--- src/nmwd_pkg.sv ---
// Constants and types for the non-prefetchable memory window decoder.
package nmwd_pkg;

	// Bus and field widths
	localparam int unsigned NMWD_DATA_W = 32;
	localparam int unsigned NMWD_PADDR_W = 12;
	localparam int unsigned NMWD_HADDR_W = 32;
	localparam int unsigned NMWD_FIELD_W = 12;
	localparam int unsigned NMWD_FILL_W = 20;

	// Register indices as printed; byte address is four times the index
	localparam logic [7:0] NMWD_BASE_IDX = 8'h20;
	localparam logic [7:0] NMWD_LIMIT_IDX = 8'h22;
	localparam logic [7:0] NMWD_STATUS_IDX = 8'h30;
	localparam logic [11:0] NMWD_BASE_ADDR = {2'h0, NMWD_BASE_IDX, 2'h0};
	localparam logic [11:0] NMWD_LIMIT_ADDR = {2'h0, NMWD_LIMIT_IDX, 2'h0};
	localparam logic [11:0] NMWD_STATUS_ADDR = {2'h0, NMWD_STATUS_IDX, 2'h0};

	// Window field position inside the 16-bit registers
	localparam int unsigned NMWD_FIELD_LSB = 4;
	localparam int unsigned NMWD_FIELD_MSB = 15;
	localparam logic [3:0] NMWD_RSVD_VALUE = 4'h0;

	// Values after reset
	localparam logic [15:0] NMWD_BASE_RESET = 16'hFFF0;
	localparam logic [15:0] NMWD_LIMIT_RESET = 16'h0000;
	localparam logic [15:0] NMWD_CNT_RESET = 16'h0000;

	// Fill of address bits 19:0 for the two compares
	localparam logic [19:0] NMWD_LOW_FILL = 20'h00000;
	localparam logic [19:0] NMWD_HIGH_FILL = 20'hFFFFF;

	// Status register layout
	localparam int unsigned NMWD_STAT_OPEN_BIT = 0;
	localparam int unsigned NMWD_STAT_LAST_BIT = 1;
	localparam int unsigned NMWD_STAT_CNT_LSB = 16;

	// APB slave states, Gray coded
	typedef enum logic [1:0] {
		NMWD_IDLE = 2'b00,
		NMWD_ACK = 2'b01
	} nmwd_apb_state_type;

endpackage : nmwd_pkg

--- src/nmwd_win_if.sv ---
// Window compare signals between the register block and the comparator.
`timescale 1ns/1ps
interface nmwd_win_if;
	import nmwd_pkg::*;

	logic [NMWD_FIELD_W-1:0] base_field;
	logic [NMWD_FIELD_W-1:0] limit_field;
	logic [NMWD_HADDR_W-1:0] addr;
	logic hit;
	logic open;

	// Register side drives bounds and address
	modport ctrl (output base_field, output limit_field, output addr, input hit, input open);
	// Comparator side answers
	modport cmp (input base_field, input limit_field, input addr, output hit, output open);

endinterface : nmwd_win_if

--- src/nmwd_decode.sv ---
// APB register block and claim logic of the memory window decoder.
`timescale 1ns/1ps
module nmwd_decode (
	// Clock, reset and clock enable
	input wire logic pclk,
	input wire logic presetn,
	input wire logic ce,
	// APB slave
	input wire logic psel,
	input wire logic penable,
	input wire logic pwrite,
	input wire logic [nmwd_pkg::NMWD_PADDR_W-1:0] paddr,
	input wire logic [nmwd_pkg::NMWD_DATA_W-1:0] pwdata,
	input wire logic [3:0] pstrb,
	output logic [nmwd_pkg::NMWD_DATA_W-1:0] prdata,
	output logic pready,
	output logic pslverr,
	// Host access request, same clock domain
	input wire logic host_valid,
	input wire logic host_mem,
	input wire logic [nmwd_pkg::NMWD_HADDR_W-1:0] host_addr,
	// Routing decision toward the secondary hub interface
	output logic fwd_valid,
	output logic fwd_claim
);
	import nmwd_pkg::*;

	nmwd_apb_state_type state_reg;
	nmwd_apb_state_type state_next;
	logic [NMWD_FIELD_W-1:0] base_reg;
	logic [NMWD_FIELD_W-1:0] base_next;
	logic [NMWD_FIELD_W-1:0] limit_reg;
	logic [NMWD_FIELD_W-1:0] limit_next;
	logic [NMWD_DATA_W-1:0] prdata_reg;
	logic pready_reg;
	logic pslverr_reg;
	logic fwd_valid_reg;
	logic fwd_claim_reg;
	logic last_claim_reg;
	logic [15:0] claim_cnt_reg;
	logic [15:0] claim_cnt_next;

	nmwd_win_if win ();

	// Window compare lives in its own module so bounds logic stays in one place
	nmwd_window_cmp u_cmp (
		.win(win)
	);

	assign win.base_field = base_reg;
	assign win.limit_field = limit_reg;
	assign win.addr = host_addr;

	// Address decode and bus phases
	wire setup_phase;
	wire wr_commit;
	wire sel_base;
	wire sel_limit;
	wire sel_status;
	wire mapped;
	assign setup_phase = psel && !penable;
	assign wr_commit = psel && penable && pready_reg && pwrite;
	assign sel_base = (paddr == NMWD_BASE_ADDR);
	assign sel_limit = (paddr == NMWD_LIMIT_ADDR);
	assign sel_status = (paddr == NMWD_STATUS_ADDR);
	assign mapped = sel_base || sel_limit || sel_status;

	// Byte lanes: lane 0 carries field bits 3:0, lane 1 carries bits 11:4
	wire [NMWD_FIELD_W-1:0] wr_field;
	wire [NMWD_FIELD_W-1:0] lane_mask;
	assign wr_field = pwdata[NMWD_FIELD_MSB:NMWD_FIELD_LSB];
	assign lane_mask = {{8{pstrb[1]}}, {4{pstrb[0]}}};

	// Next field values; bits 3:0 have no storage at all
	assign base_next = (wr_commit && sel_base) ?
		((base_reg & ~lane_mask) | (wr_field & lane_mask)) : base_reg;
	assign limit_next = (wr_commit && sel_limit) ?
		((limit_reg & ~lane_mask) | (wr_field & lane_mask)) : limit_reg;

	// Readable views, reserved nibble forced to zero
	wire [15:0] base_view;
	wire [15:0] limit_view;
	wire [NMWD_DATA_W-1:0] status_view;
	wire [NMWD_DATA_W-1:0] rd_mux;
	assign base_view = {base_reg, NMWD_RSVD_VALUE};
	assign limit_view = {limit_reg, NMWD_RSVD_VALUE};
	assign status_view = {claim_cnt_reg, 14'h0000, last_claim_reg, win.open};
	assign rd_mux = sel_base ? {16'h0000, base_view} :
		sel_limit ? {16'h0000, limit_view} :
		sel_status ? status_view : 32'h00000000;

	// Claim only memory accesses inside the window; all else is left to others
	wire claim_now;
	assign claim_now = host_valid && host_mem && win.hit;
	assign claim_cnt_next = claim_now ? (claim_cnt_reg + 16'h0001) : claim_cnt_reg;

	// APB state: one wait-free access phase per transfer
	always_comb begin
		case (state_reg)
			NMWD_IDLE: state_next = setup_phase ? NMWD_ACK : NMWD_IDLE;
			NMWD_ACK: state_next = NMWD_IDLE;
			default: state_next = NMWD_IDLE;
		endcase
	end

	// Bus state and answer; read data captured in setup so pready and data agree
	always_ff @(posedge pclk or negedge presetn) begin
		if (!presetn) begin
			state_reg <= NMWD_IDLE;
			pready_reg <= 1'b0;
			pslverr_reg <= 1'b0;
			prdata_reg <= 32'h00000000;
		end else if (ce) begin
			state_reg <= state_next;
			pready_reg <= (state_next == NMWD_ACK);
			pslverr_reg <= setup_phase && !mapped;
			prdata_reg <= (setup_phase && !pwrite) ? rd_mux : 32'h00000000;
		end
	end

	// Window registers; empty window after reset
	always_ff @(posedge pclk or negedge presetn) begin
		if (!presetn) begin
			base_reg <= NMWD_BASE_RESET[NMWD_FIELD_MSB:NMWD_FIELD_LSB];
			limit_reg <= NMWD_LIMIT_RESET[NMWD_FIELD_MSB:NMWD_FIELD_LSB];
		end else if (ce) begin
			base_reg <= base_next;
			limit_reg <= limit_next;
		end
	end

	// Registered routing decision; one cycle after the request
	always_ff @(posedge pclk or negedge presetn) begin
		if (!presetn) begin
			fwd_valid_reg <= 1'b0;
			fwd_claim_reg <= 1'b0;
			last_claim_reg <= 1'b0;
			claim_cnt_reg <= NMWD_CNT_RESET;
		end else if (ce) begin
			fwd_valid_reg <= host_valid;
			fwd_claim_reg <= claim_now;
			if (host_valid) begin
				last_claim_reg <= claim_now;
			end
			claim_cnt_reg <= claim_cnt_next;
		end
	end

	// Outputs straight from flops
	assign prdata = prdata_reg;
	assign pready = pready_reg;
	assign pslverr = pslverr_reg;
	assign fwd_valid = fwd_valid_reg;
	assign fwd_claim = fwd_claim_reg;
endmodule : nmwd_decode

--- src/nmwd_window_cmp.sv ---
// Inclusive 1 MB granular window compare.
`timescale 1ns/1ps
module nmwd_window_cmp (
	// Window bounds and address under test
	nmwd_win_if.cmp win
);
	import nmwd_pkg::*;

	wire [NMWD_HADDR_W-1:0] low_bound;
	wire [NMWD_HADDR_W-1:0] high_bound;

	// Bounds widened to full addresses
	assign low_bound = {win.base_field, NMWD_LOW_FILL};
	assign high_bound = {win.limit_field, NMWD_HIGH_FILL};

	// Both ends inclusive; an inverted window matches nothing
	assign win.hit = (win.addr >= low_bound) && (win.addr <= high_bound);
	assign win.open = (win.base_field <= win.limit_field);

endmodule : nmwd_window_cmp

--- config.mk ---
export PLATFORM = sky130hd
export DESIGN_NAME = nmwd_decode
export DESIGN_NICKNAME = d
export VERILOG_FILES = /design/src/nmwd_pkg.sv /design/src/nmwd_win_if.sv /design/src/nmwd_decode.sv /design/src/nmwd_window_cmp.sv
export SDC_FILE = /design/constraint.sdc
export NUM_CORES = 1
export LEC_CHECK = 0
export BUFFER_PORTS_ARGS = -buffer_cell sky130_fd_sc_hd__buf_2
export CORE_MARGIN = 3
export CORE_UTILIZATION = 52
export DETAILED_ROUTE_END_ITERATION = 8
export PLACE_DENSITY = 0.92
export SETUP_SLACK_MARGIN = 0.5
export SLEW_MARGIN = 30
export SYNTH_ARGS = -nofsm -noshare
export SYNTH_HDL_FRONTEND = slang
export SYNTH_HIERARCHICAL = 1
export SYNTH_SLANG_ARGS = --single-unit
--- constraint.sdc ---
create_clock -name pclk -period 3.1 [get_ports pclk]
set_input_delay 0.155 -clock pclk [delete_from_list [all_inputs] [get_ports pclk]]
set_output_delay 0.155 -clock pclk [all_outputs]
set_load 0.01 [all_outputs]
==> results.json, run 1 <==
{
  "cp-start-kind": "register",
  "min_delay_path_depth": 2,
  "grt_pass1_vias": 3490,
  "drt_wl_total_um": 11100,
  "numPortBuffers": 99,
  "cp_data_required_time_ns": 3.33,
  "cts_htree_levels": 3,
  "tightest_slew_ns": 0.700,
  "rsz0062_at_grt": "yes",
  "start_util_pct": 54.8,
  "place_hpwl_um": 7760,
  "stdcell_count": 579,
  "drc_errors": 0,
  "cpPeakStageDelay_ns": 0.38,
  "rr_worst_depth": 12,
  "cp_max_fo": 3,
  "clk_latency_ns": 0.35,
  "gp_congestion": 0.922,
  "fin_skew_ns": 0.00800,
  "syn_inst": 357,
  "grt_max_degree": 37,
  "end_kind": "register",
  "crit_family": "compound AO/OA/AOI/OAI gates",
  "min_from": "penable",
  "num_io_pins": 124,
  "antenna_left": 0,
  "diodes": 0,
  "drt_first_pass_iters": 4,
  "powerDensity_nw_per_um2": 404,
  "ir_drop_mv": 0.379,
  "max_freq_ghz": 0.365,
  "worstSetupPathType": "reg -> reg",
  "seq_area_frac_synth_pct": 46.3,
  "final_nets": 600,
  "numCtsBuffers": 9,
  "vias": 3413,
  "coreArea_um2": 7450,
  "critPathArrivalTime_ns": 2.97,
  "synth_top_area_share_pct": 38.6,
  "cp_slowest_cell": "dfrtp_1",
  "async_flop_share_pct": 100,
  "cts_tree": "done",
  "drt-initial-drc-count": 185,
  "ys_warn_count": 6,
  "total_power_mw": 2.09,
  "clkTransAtPathRegs_ns": 0.08,
  "synth_edf_count": 0,
  "synthDistinctLibCells": 44,
  "antenna_found_initial": 0,
  "syn_area_per_cell_um2": 11.4,
  "synth_largest_area_cell": "dfrtp_1",
  "worstHoldPathType": "in -> reg",
  "synth_area_um2": 4080,
  "grt_usage_pct": 24.7,
  "grt_pass1_wl_um": 16900,
  "viasPerCell": 5.89,
  "slew_viol_final": 0,
  "clock-root-buffer": "clkbuf_8",
  "fin_crit_ns": 2.74,
  "setup_viol": 0,
  "grt.overflow.total": 0,
  "die_width_um": 94.6,
  "cts_sinks": 75,
  "ff2ff_setup_slack_ns": 0.36,
  "synth_flop_cell": "dfrtp_1",
  "min_period_over_period_pct": 88.4,
  "cap_violations": 0,
  "outcome": "finished clean",
  "dieHeight_um": 94.6,
  "hold_viol_final": 0,
  "p_leak_nw": 2.61,
  "whs_ns": 0.0373,
  "worst-path-buf-inv": 3,
  "yosys-top-cells-area": "dfrtp_1 (39%), ha_1 (11%), dfstp_2 (7.7%)",
  "drive_gt1_share_pct": 41.9,
  "rows": 31,
  "dieArea_um2": 8950,
  "slew-limit-headroom_pct": 53.0,
  "path_cells": "inv_1, ha_1, nand4_1, nor3_1, a221oi_1, o21ai_1, a22oi_2, and4_4, nand4_1, buf_4, buf_4, xnor2_1",
  "final_cell_mix": "buf_2 (99), dfrtp_1 (63), ha_1 (33)",
  "final_common_cell": "buf_2",
  "placed_cells": 549,
  "wl_per_cell_um": 19.1,
  "cts.path.max_buffers": 2,
  "syn_to_final_growth_pct": 26.9,
  "ys_ff_latch": 75,
  "hold_end": "state_reg[0]",
  "rr_endpoint": "claim_cnt_reg[7]",
  "tns_ns": 0
}
how the worst max path moves through the flow:
| stage | end | startpoint | depth (start not counted) | slack, ns |
|---|---|---|---|---|
| global placement | claim_cnt_reg[11] | register | 11 | 0.23 |
| detailed placement | claim_cnt_reg[15] | register | 11 | 0.16 |
| finish | claim_cnt_reg[7] | register | 12 | 0.36 |
| global route | claim_cnt_reg[13] | register | 12 | 0.24 |
| CTS | claim_cnt_reg[10] | register | 11 | 0.49 |
| floorplan | claim_cnt_reg[11] | register | 12 | 0.50 |
through the flow:
stage | instance area (µm²) | setup slack (ns) | util [%]
4_1_cts | 5050 | 0.494 | 67.8
3_5_place_dp | 4690 | 0.164 | 62.9
6_report | 5180 | 0.360 | 69.6
2_1_floorplan | 4090 | 0.503 | -
3_3_place_gp | 4690 | 0.234 | 62.9
5_1_grt | 5180 | 0.238 | 69.6
metal layers:
layer / share of wire (%) / track usage [%] / up-vias
met5: 0 / 0 / -
met1: 40 / 29.6 / 1707
met4: 2.7 / 8.77 / 0
met3: 6.0 / 3.90 / 29
li1: - / - / 1541
met2: 52 / 44.8 / 136
area by class of cell:
cell class / count / area, µm²
Fill cell: 555 / 2260
Multi-Input combinational cell: 241 / 2180
Sequential cell: 75 / 1890
Timing Repair Buffer: 117 / 637
Clock buffer: 11 / 151
Tap cell: 99 / 124
Inverter: 31 / 116
Clock inverter: 5 / 83.8
Yosys cell counts, types with 3 or more instances:
master and instances:
dfrtp_1 63, ha_1 37, inv_1 31, nand2_1 25
mux2_2 24, a22o_1 18, nand4_1 15, a21oi_1 12
dfstp_2 12, mux2i_1 12, o2bb2ai_1 12, xnor2_1 10
a21o_1 7, nand3_1 7, nor2_1 7, clkbuf_1 6
and3_1 5, o21ai_0 5, xor2_1 5, and4_1 4
nor3_1 4, nor4_1 4, buf_4 3, o211ai_1 3
cells by family (layout without fill, tap and decap cells):
group           Yosys count  count (layout)  synth area share [%]
compound gates           65              65                  11.9
xor+xnor                 15              15                  3.22
fa+ha+maj                37              37                  11.3
buf+inv                  42             164                  4.20
flops                    75              75                  46.3
mux                      36              36                  9.56
other cells               1               2                0.0918
simple gates             86              86                  13.3
where the power goes:
part	internal (mW)	total, mW	switching, mW
Combinational	0.0871	0.200	0.113
Sequential	0.998	1.02	0.0211
Clock	0.500	0.874	0.374
Total	1.59	2.09	0.508
timing repair:
action,4_1_cts,5_1_grt
hold buffers,1,0
setup buffers,7,6
endpoints found under the hold margin,18,0
resized for setup,13,17
endpoints found under the setup margin,14,14
pin swaps,6,7
(Power assumes the default switching activity.)
==> run 2, diff against run 1 <==
--- a/config.mk
+++ b/config.mk
@@ -5,8 +5,9 @@
 export SDC_FILE = /design/constraint.sdc
 export NUM_CORES = 1
 export LEC_CHECK = 0
+export ABC_CLOCK_PERIOD_IN_PS = 3100
 export BUFFER_PORTS_ARGS = -buffer_cell sky130_fd_sc_hd__buf_2
-export CORE_MARGIN = 3
+export CORE_MARGIN = 2
 export CORE_UTILIZATION = 52
 export DETAILED_ROUTE_END_ITERATION = 8
 export PLACE_DENSITY = 0.92
==> run 2 against run 1 <==
- sequential share of layout area increased by 0.23 points
- flip-flop and latch count unchanged
- die area shrank 4.2%
- sequential power about the same
- cell count grew 0.35%
==> results.json, run 2 (synthesized netlist as in run 1, its figures left out) <==
{
  "viasPerCell": 5.69,
  "drt_first_pass_iters": 4,
  "fin_skew_ns": 0.0103,
  "diodes": 0,
  "start_util_pct": 53.1,
  "syn_to_final_growth_pct": 26.1,
  "cts_sinks": 75,
  "worstHoldPathType": "in -> reg",
  "rsz0062_at_grt": "yes",
  "numPortBuffers": 99,
  "placed_cells": 551,
  "num_io_pins": 124,
  "grt_usage_pct": 22.8,
  "cts.path.max_buffers": 2,
  "max_freq_ghz": 0.381,
  "critPathArrivalTime_ns": 2.85,
  "whs_ns": 0.0422,
  "cts_tree": "done",
  "coreArea_um2": 7690,
  "antenna_left": 0,
  "ir_drop_mv": 0.311,
  "rows": 32,
  "place_hpwl_um": 7000,
  "clock-root-buffer": "clkbuf_8",
  "numCtsBuffers": 9,
  "slew-limit-headroom_pct": 53.1,
  "tightest_slew_ns": 0.704,
  "drt-initial-drc-count": 129,
  "antenna_found_initial": 0,
  "cp_data_required_time_ns": 3.33,
  "outcome": "finished clean",
  "setup_viol": 0,
  "drc_errors": 0,
  "drt_wl_total_um": 9910,
  "vias": 3303,
  "cts_htree_levels": 3,
  "hold_viol_final": 0,
  "dpl_worst_slack_ns": 0.133,
  "clk_latency_ns": 0.34,
  "stdcell_count": 581,
  "num-fill-cells": 605,
  "fin_util_pct": 67.0,
  "cap_violations": 0,
  "grt_max_degree": 59,
  "tns_ns": 0,
  "finalInstanceArea_um2": 5150,
  "grt_pass1_vias": 3244,
  "worstSetupPathType": "reg -> reg",
  "wl_per_cell_um": 17.1,
  "total_power_mw": 1.98,
  "dieArea_um2": 8580,
  "post_dp_cell_area_um2": 4680,
  "final_common_cell": "buf_2",
  "min_period_over_period_pct": 84.6,
  "dieHeight_um": 92.6,
  "fin_ws_ns": 0.476,
  "die_width_um": 92.6,
  "clkTransAtPathRegs_ns": 0.07,
  "cp-start-kind": "register",
  "final_nets": 599,
  "end_kind": "register",
  "cp_max_fo": 5,
  "p_leak_nw": 2.60,
  "grt.overflow.total": 0,
  "drive_gt1_share_pct": 41.1,
  "slew_viol_final": 0,
  "fin_crit_ns": 2.62,
  "grt_pass1_wl_um": 15300,
  "final_cell_mix": "buf_2 (99), dfrtp_1 (63), ha_1 (32)",
  "powerDensity_nw_per_um2": 384,
  "gp_congestion": 0.871
}
run 2: cell count changes in the layout (fill, tap and decap cells not counted), sizes merged:
cell,previous run,this run
buf,116,115
bufinv,2,1
clkbuf,11,13
clkinv,0,1
clkinvlp,2,1
inv,32,31
run 2: final timing paths:
| path | start | end | slack (ns) | cells after the start |
|---|---|---|---|---|
| max | register | claim_cnt_reg[7] | 0.48 | 12 |
| min | penable | state_reg[0] | 0.04 | 2 |
| max reg2reg | register | claim_cnt_reg[7] | 0.48 | 12 |
| min reg2reg | claim_cnt_reg[15] | claim_cnt_reg[15] | 0.48 | 1 |
| max in group asynchronous | presetn | asynchronous set/reset pin | 1.77 | 3 |
| min in group asynchronous | presetn | prdata[7] | 0.28 | 2 |
run 2: timing repair:
action	CTS	global route
hold buffers	1	0
endpoints found under the setup margin	14	14
resized for setup	9	19
pin swaps	9	9
hold endpoints to repair	12	0
buffers inserted	7	6
run 2: worst max-delay path, stage by stage, from the launching register on:
cell      delay (ns)
dfstp_2         0.55
inv_2           0.05
ha_4            0.26
nor4b_4         0.20
nand2_1         0.10
nor3_2          0.11
o211ai_1        0.11
a22oi_2         0.28
and4_4          0.29
nand4_1         0.13
buf_6           0.18
buf_4           0.13
xnor2_1         0.11
run 2: final cells by class:
type | count | area [µm²] | share of cell area, %
multi-input cells | 241 | 2180 | 42.3
clock buffers | 13 | 159 | 3.08
inverters | 31 | 116 | 2.26
well taps | 102 | 128 | 2.48
clock inverters | 3 | 46.3 | 0.899
flip-flops and latches | 75 | 1890 | 36.7
repair buffers | 116 | 629 | 12.2
run 2: metal layers:
metal	global-route usage (%)	wire length (µm)	vias up
met2	37.5	4890	113
met4	7.60	150	0
met5	0	0	-
met3	5.21	571	16
met1	30.0	4300	1627
li1	-	-	1547
run 2: report_power, final:
part | internal, mW | switching (mW)
Sequential | 0.998 | 0.0211
Combinational | 0.0847 | 0.109
Clock | 0.418 | 0.346
Total | 1.50 | 0.476
==> run 3, diff against run 2 <==
--- a/config.mk
+++ b/config.mk
@@ -5,12 +5,12 @@
 export SDC_FILE = /design/constraint.sdc
 export NUM_CORES = 1
 export LEC_CHECK = 0
-export ABC_CLOCK_PERIOD_IN_PS = 3100
+export ABC_CLOCK_PERIOD_IN_PS = 2300
 export BUFFER_PORTS_ARGS = -buffer_cell sky130_fd_sc_hd__buf_2
 export CORE_MARGIN = 2
-export CORE_UTILIZATION = 52
+export CORE_UTILIZATION = 47
 export DETAILED_ROUTE_END_ITERATION = 8
-export PLACE_DENSITY = 0.92
+export PLACE_DENSITY = 0.88
 export SETUP_SLACK_MARGIN = 0.5
 export SLEW_MARGIN = 30
 export SYNTH_ARGS = -nofsm -noshare
==> constraint.sdc (replaced) <==
create_clock -name pclk -period 2.3 [get_ports pclk]
set_input_delay 0.115 -clock pclk [delete_from_list [all_inputs] [get_ports pclk]]
set_output_delay 0.115 -clock pclk [all_outputs]
set_load 0.01 [all_outputs]
==> run 3 against run 2 <==
- the run now ends with setup timing left
- largest cell class unchanged
- highest routed layer unchanged
- critical path type unchanged
- maximum frequency is 2.2% lower
- worst hold slack got worse by 0.030 ns
- setup slack lost 0.86 ns
==> results.json, run 3 (synthesized netlist as in run 1, its figures left out) <==
{
  "p_leak_nw": 2.87,
  "cts_htree_levels": 3,
  "fin_skew_ns": 0.0115,
  "fin_ws_ns": -0.382,
  "violations": "setup timing",
  "cts.path.max_buffers": 2,
  "wl_met1_um": 4640,
  "final_nets": 639,
  "fin_crit_ns": 2.68,
  "dieArea_um2": 9450,
  "cp-start-kind": "register",
  "total_power_mw": 2.82,
  "gp_congestion": 0.832,
  "vias": 3548,
  "grt.overflow.total": 0,
  "final_cell_mix": "buf_2 (99), dfrtp_1 (63), buf_4 (45)",
  "powerDensity_nw_per_um2": 500,
  "clk_latency_ns": 0.36,
  "final_common_cell": "buf_2",
  "drt-initial-drc-count": 126,
  "slew_viol_final": 0,
  "start_util_pct": 47.8,
  "worstHoldPathType": "in -> reg",
  "stdcell_count": 627,
  "place_hpwl_um": 7680,
  "die_width_um": 97.2,
  "num_io_pins": 124,
  "cp_max_fo": 5,
  "numCtsBuffers": 9,
  "cts_sinks": 75,
  "ir_drop_mv": 0.404,
  "ff2ff_setup_slack_ns": -0.38,
  "whs_ns": 0.0120,
  "met3WireLength_um": 644,
  "num-fill-cells": 652,
  "cp_data_required_time_ns": 2.54,
  "coreArea_um2": 8550,
  "cts_tree": "done",
  "drt_first_pass_iters": 4,
  "rows": 34,
  "numPortBuffers": 99,
  "register_area_um2": 1890,
  "drive_gt1_share_pct": 48.0,
  "worstSetupPathType": "reg -> reg",
  "dpl_worst_slack_ns": -0.445,
  "min_period_over_period_pct": 117,
  "syn_to_final_growth_pct": 38.2,
  "finalInstanceArea_um2": 5650,
  "grt_pass1_vias": 3689,
  "slew-limit-headroom_pct": 58.0,
  "wl_per_cell_um": 17.9,
  "cap_violations": 0,
  "placed_cells": 595,
  "fin_util_pct": 66.0,
  "setup_viol": 16,
  "clkTransAtPathRegs_ns": 0.08,
  "hold_viol_final": 0,
  "tns_ns": -4.44,
  "critPathArrivalTime_ns": 2.92,
  "clock-root-buffer": "clkbuf_8",
  "post_dp_cell_area_um2": 5020,
  "met2_length_um": 5660,
  "drc_errors": 0,
  "grt_usage_pct": 23.0,
  "max_freq_ghz": 0.373,
  "grt_max_degree": 76,
  "grt_pass1_wl_um": 17600,
  "rsz0062_at_grt": "yes",
  "dieHeight_um": 97.2,
  "antenna_left": 0,
  "maxUsedRoutingLayer": "met4",
  "viasPerCell": 5.66,
  "drt_wl_total_um": 11200,
  "antenna_found_initial": 0,
  "multiInputGateArea_um2": 2300,
  "diodes": 0,
  "outcome": "finished with violations",
  "end_kind": "register",
  "tightest_slew_ns": 0.630
}
run 3: cell count changes in the layout (fill, tap and decap cells not counted), sizes merged:
cell,before,now
inv,31,33
clkbuf,13,11
buf,115,151
clkinv,1,0
bufinv,1,2
dlygate4sd3,1,5
run 3: where the power goes:
part	switching (mW)	internal (mW)	leakage (nW)
registers	0.0363	1.35	0.997
clock network	0.500	0.649	0.111
logic	0.158	0.133	1.76
run 3: area by class of cell:
| class | count | share of cell area (%) |
|---|---|---|
| timing repair buffer | 156 | 17.4 |
| tap | 108 | 2.39 |
| inverter | 31 | 2.06 |
| clock buffer | 11 | 2.50 |
| multi-input combinational | 241 | 40.7 |
| clock inverter | 5 | 1.51 |
| sequential | 75 | 33.5 |
run 3: per-layer routing:
layer	track usage (%)	vias up
li1	-	1629
met1	29.2	1784
met2	38.6	110
met3	5.32	25
met4	8.87	0
met5	0	-
run 3: what timing repair did:
item | 4_1_cts | 5_1_grt
resized for setup | 32 | 14
pin swaps | 21 | 14
hold buffers | 4 | 1
buffers inserted | 3 | 8
endpoints found under the hold margin | 67 | 1
setup endpoints to repair | 27 | 39
run 3: path summary, 6_finish.rpt:
path,from,to,cells after the start
min reg2reg,prdata[14],prdata[14],1
min in group asynchronous,presetn,last_claim_reg,3
min,pwdata[7],register,2
max,register,claim_cnt_reg[7],12
max reg2reg,register,claim_cnt_reg[7],12
max in group asynchronous,presetn,asynchronous set/reset pin,3
run 3: worst max-delay path: stages (launching register included):
cell and delay (ns):
dfrtp_1 0.40, inv_1 0.17, ha_4 0.24, nand4_1 0.14
nor3_2 0.09, a221oi_2 0.29, o21ai_1 0.10, a22oi_1 0.16
buf_4 0.16, and4_4 0.22, nand4_1 0.24, buf_4 0.24
xnor2_2 0.12
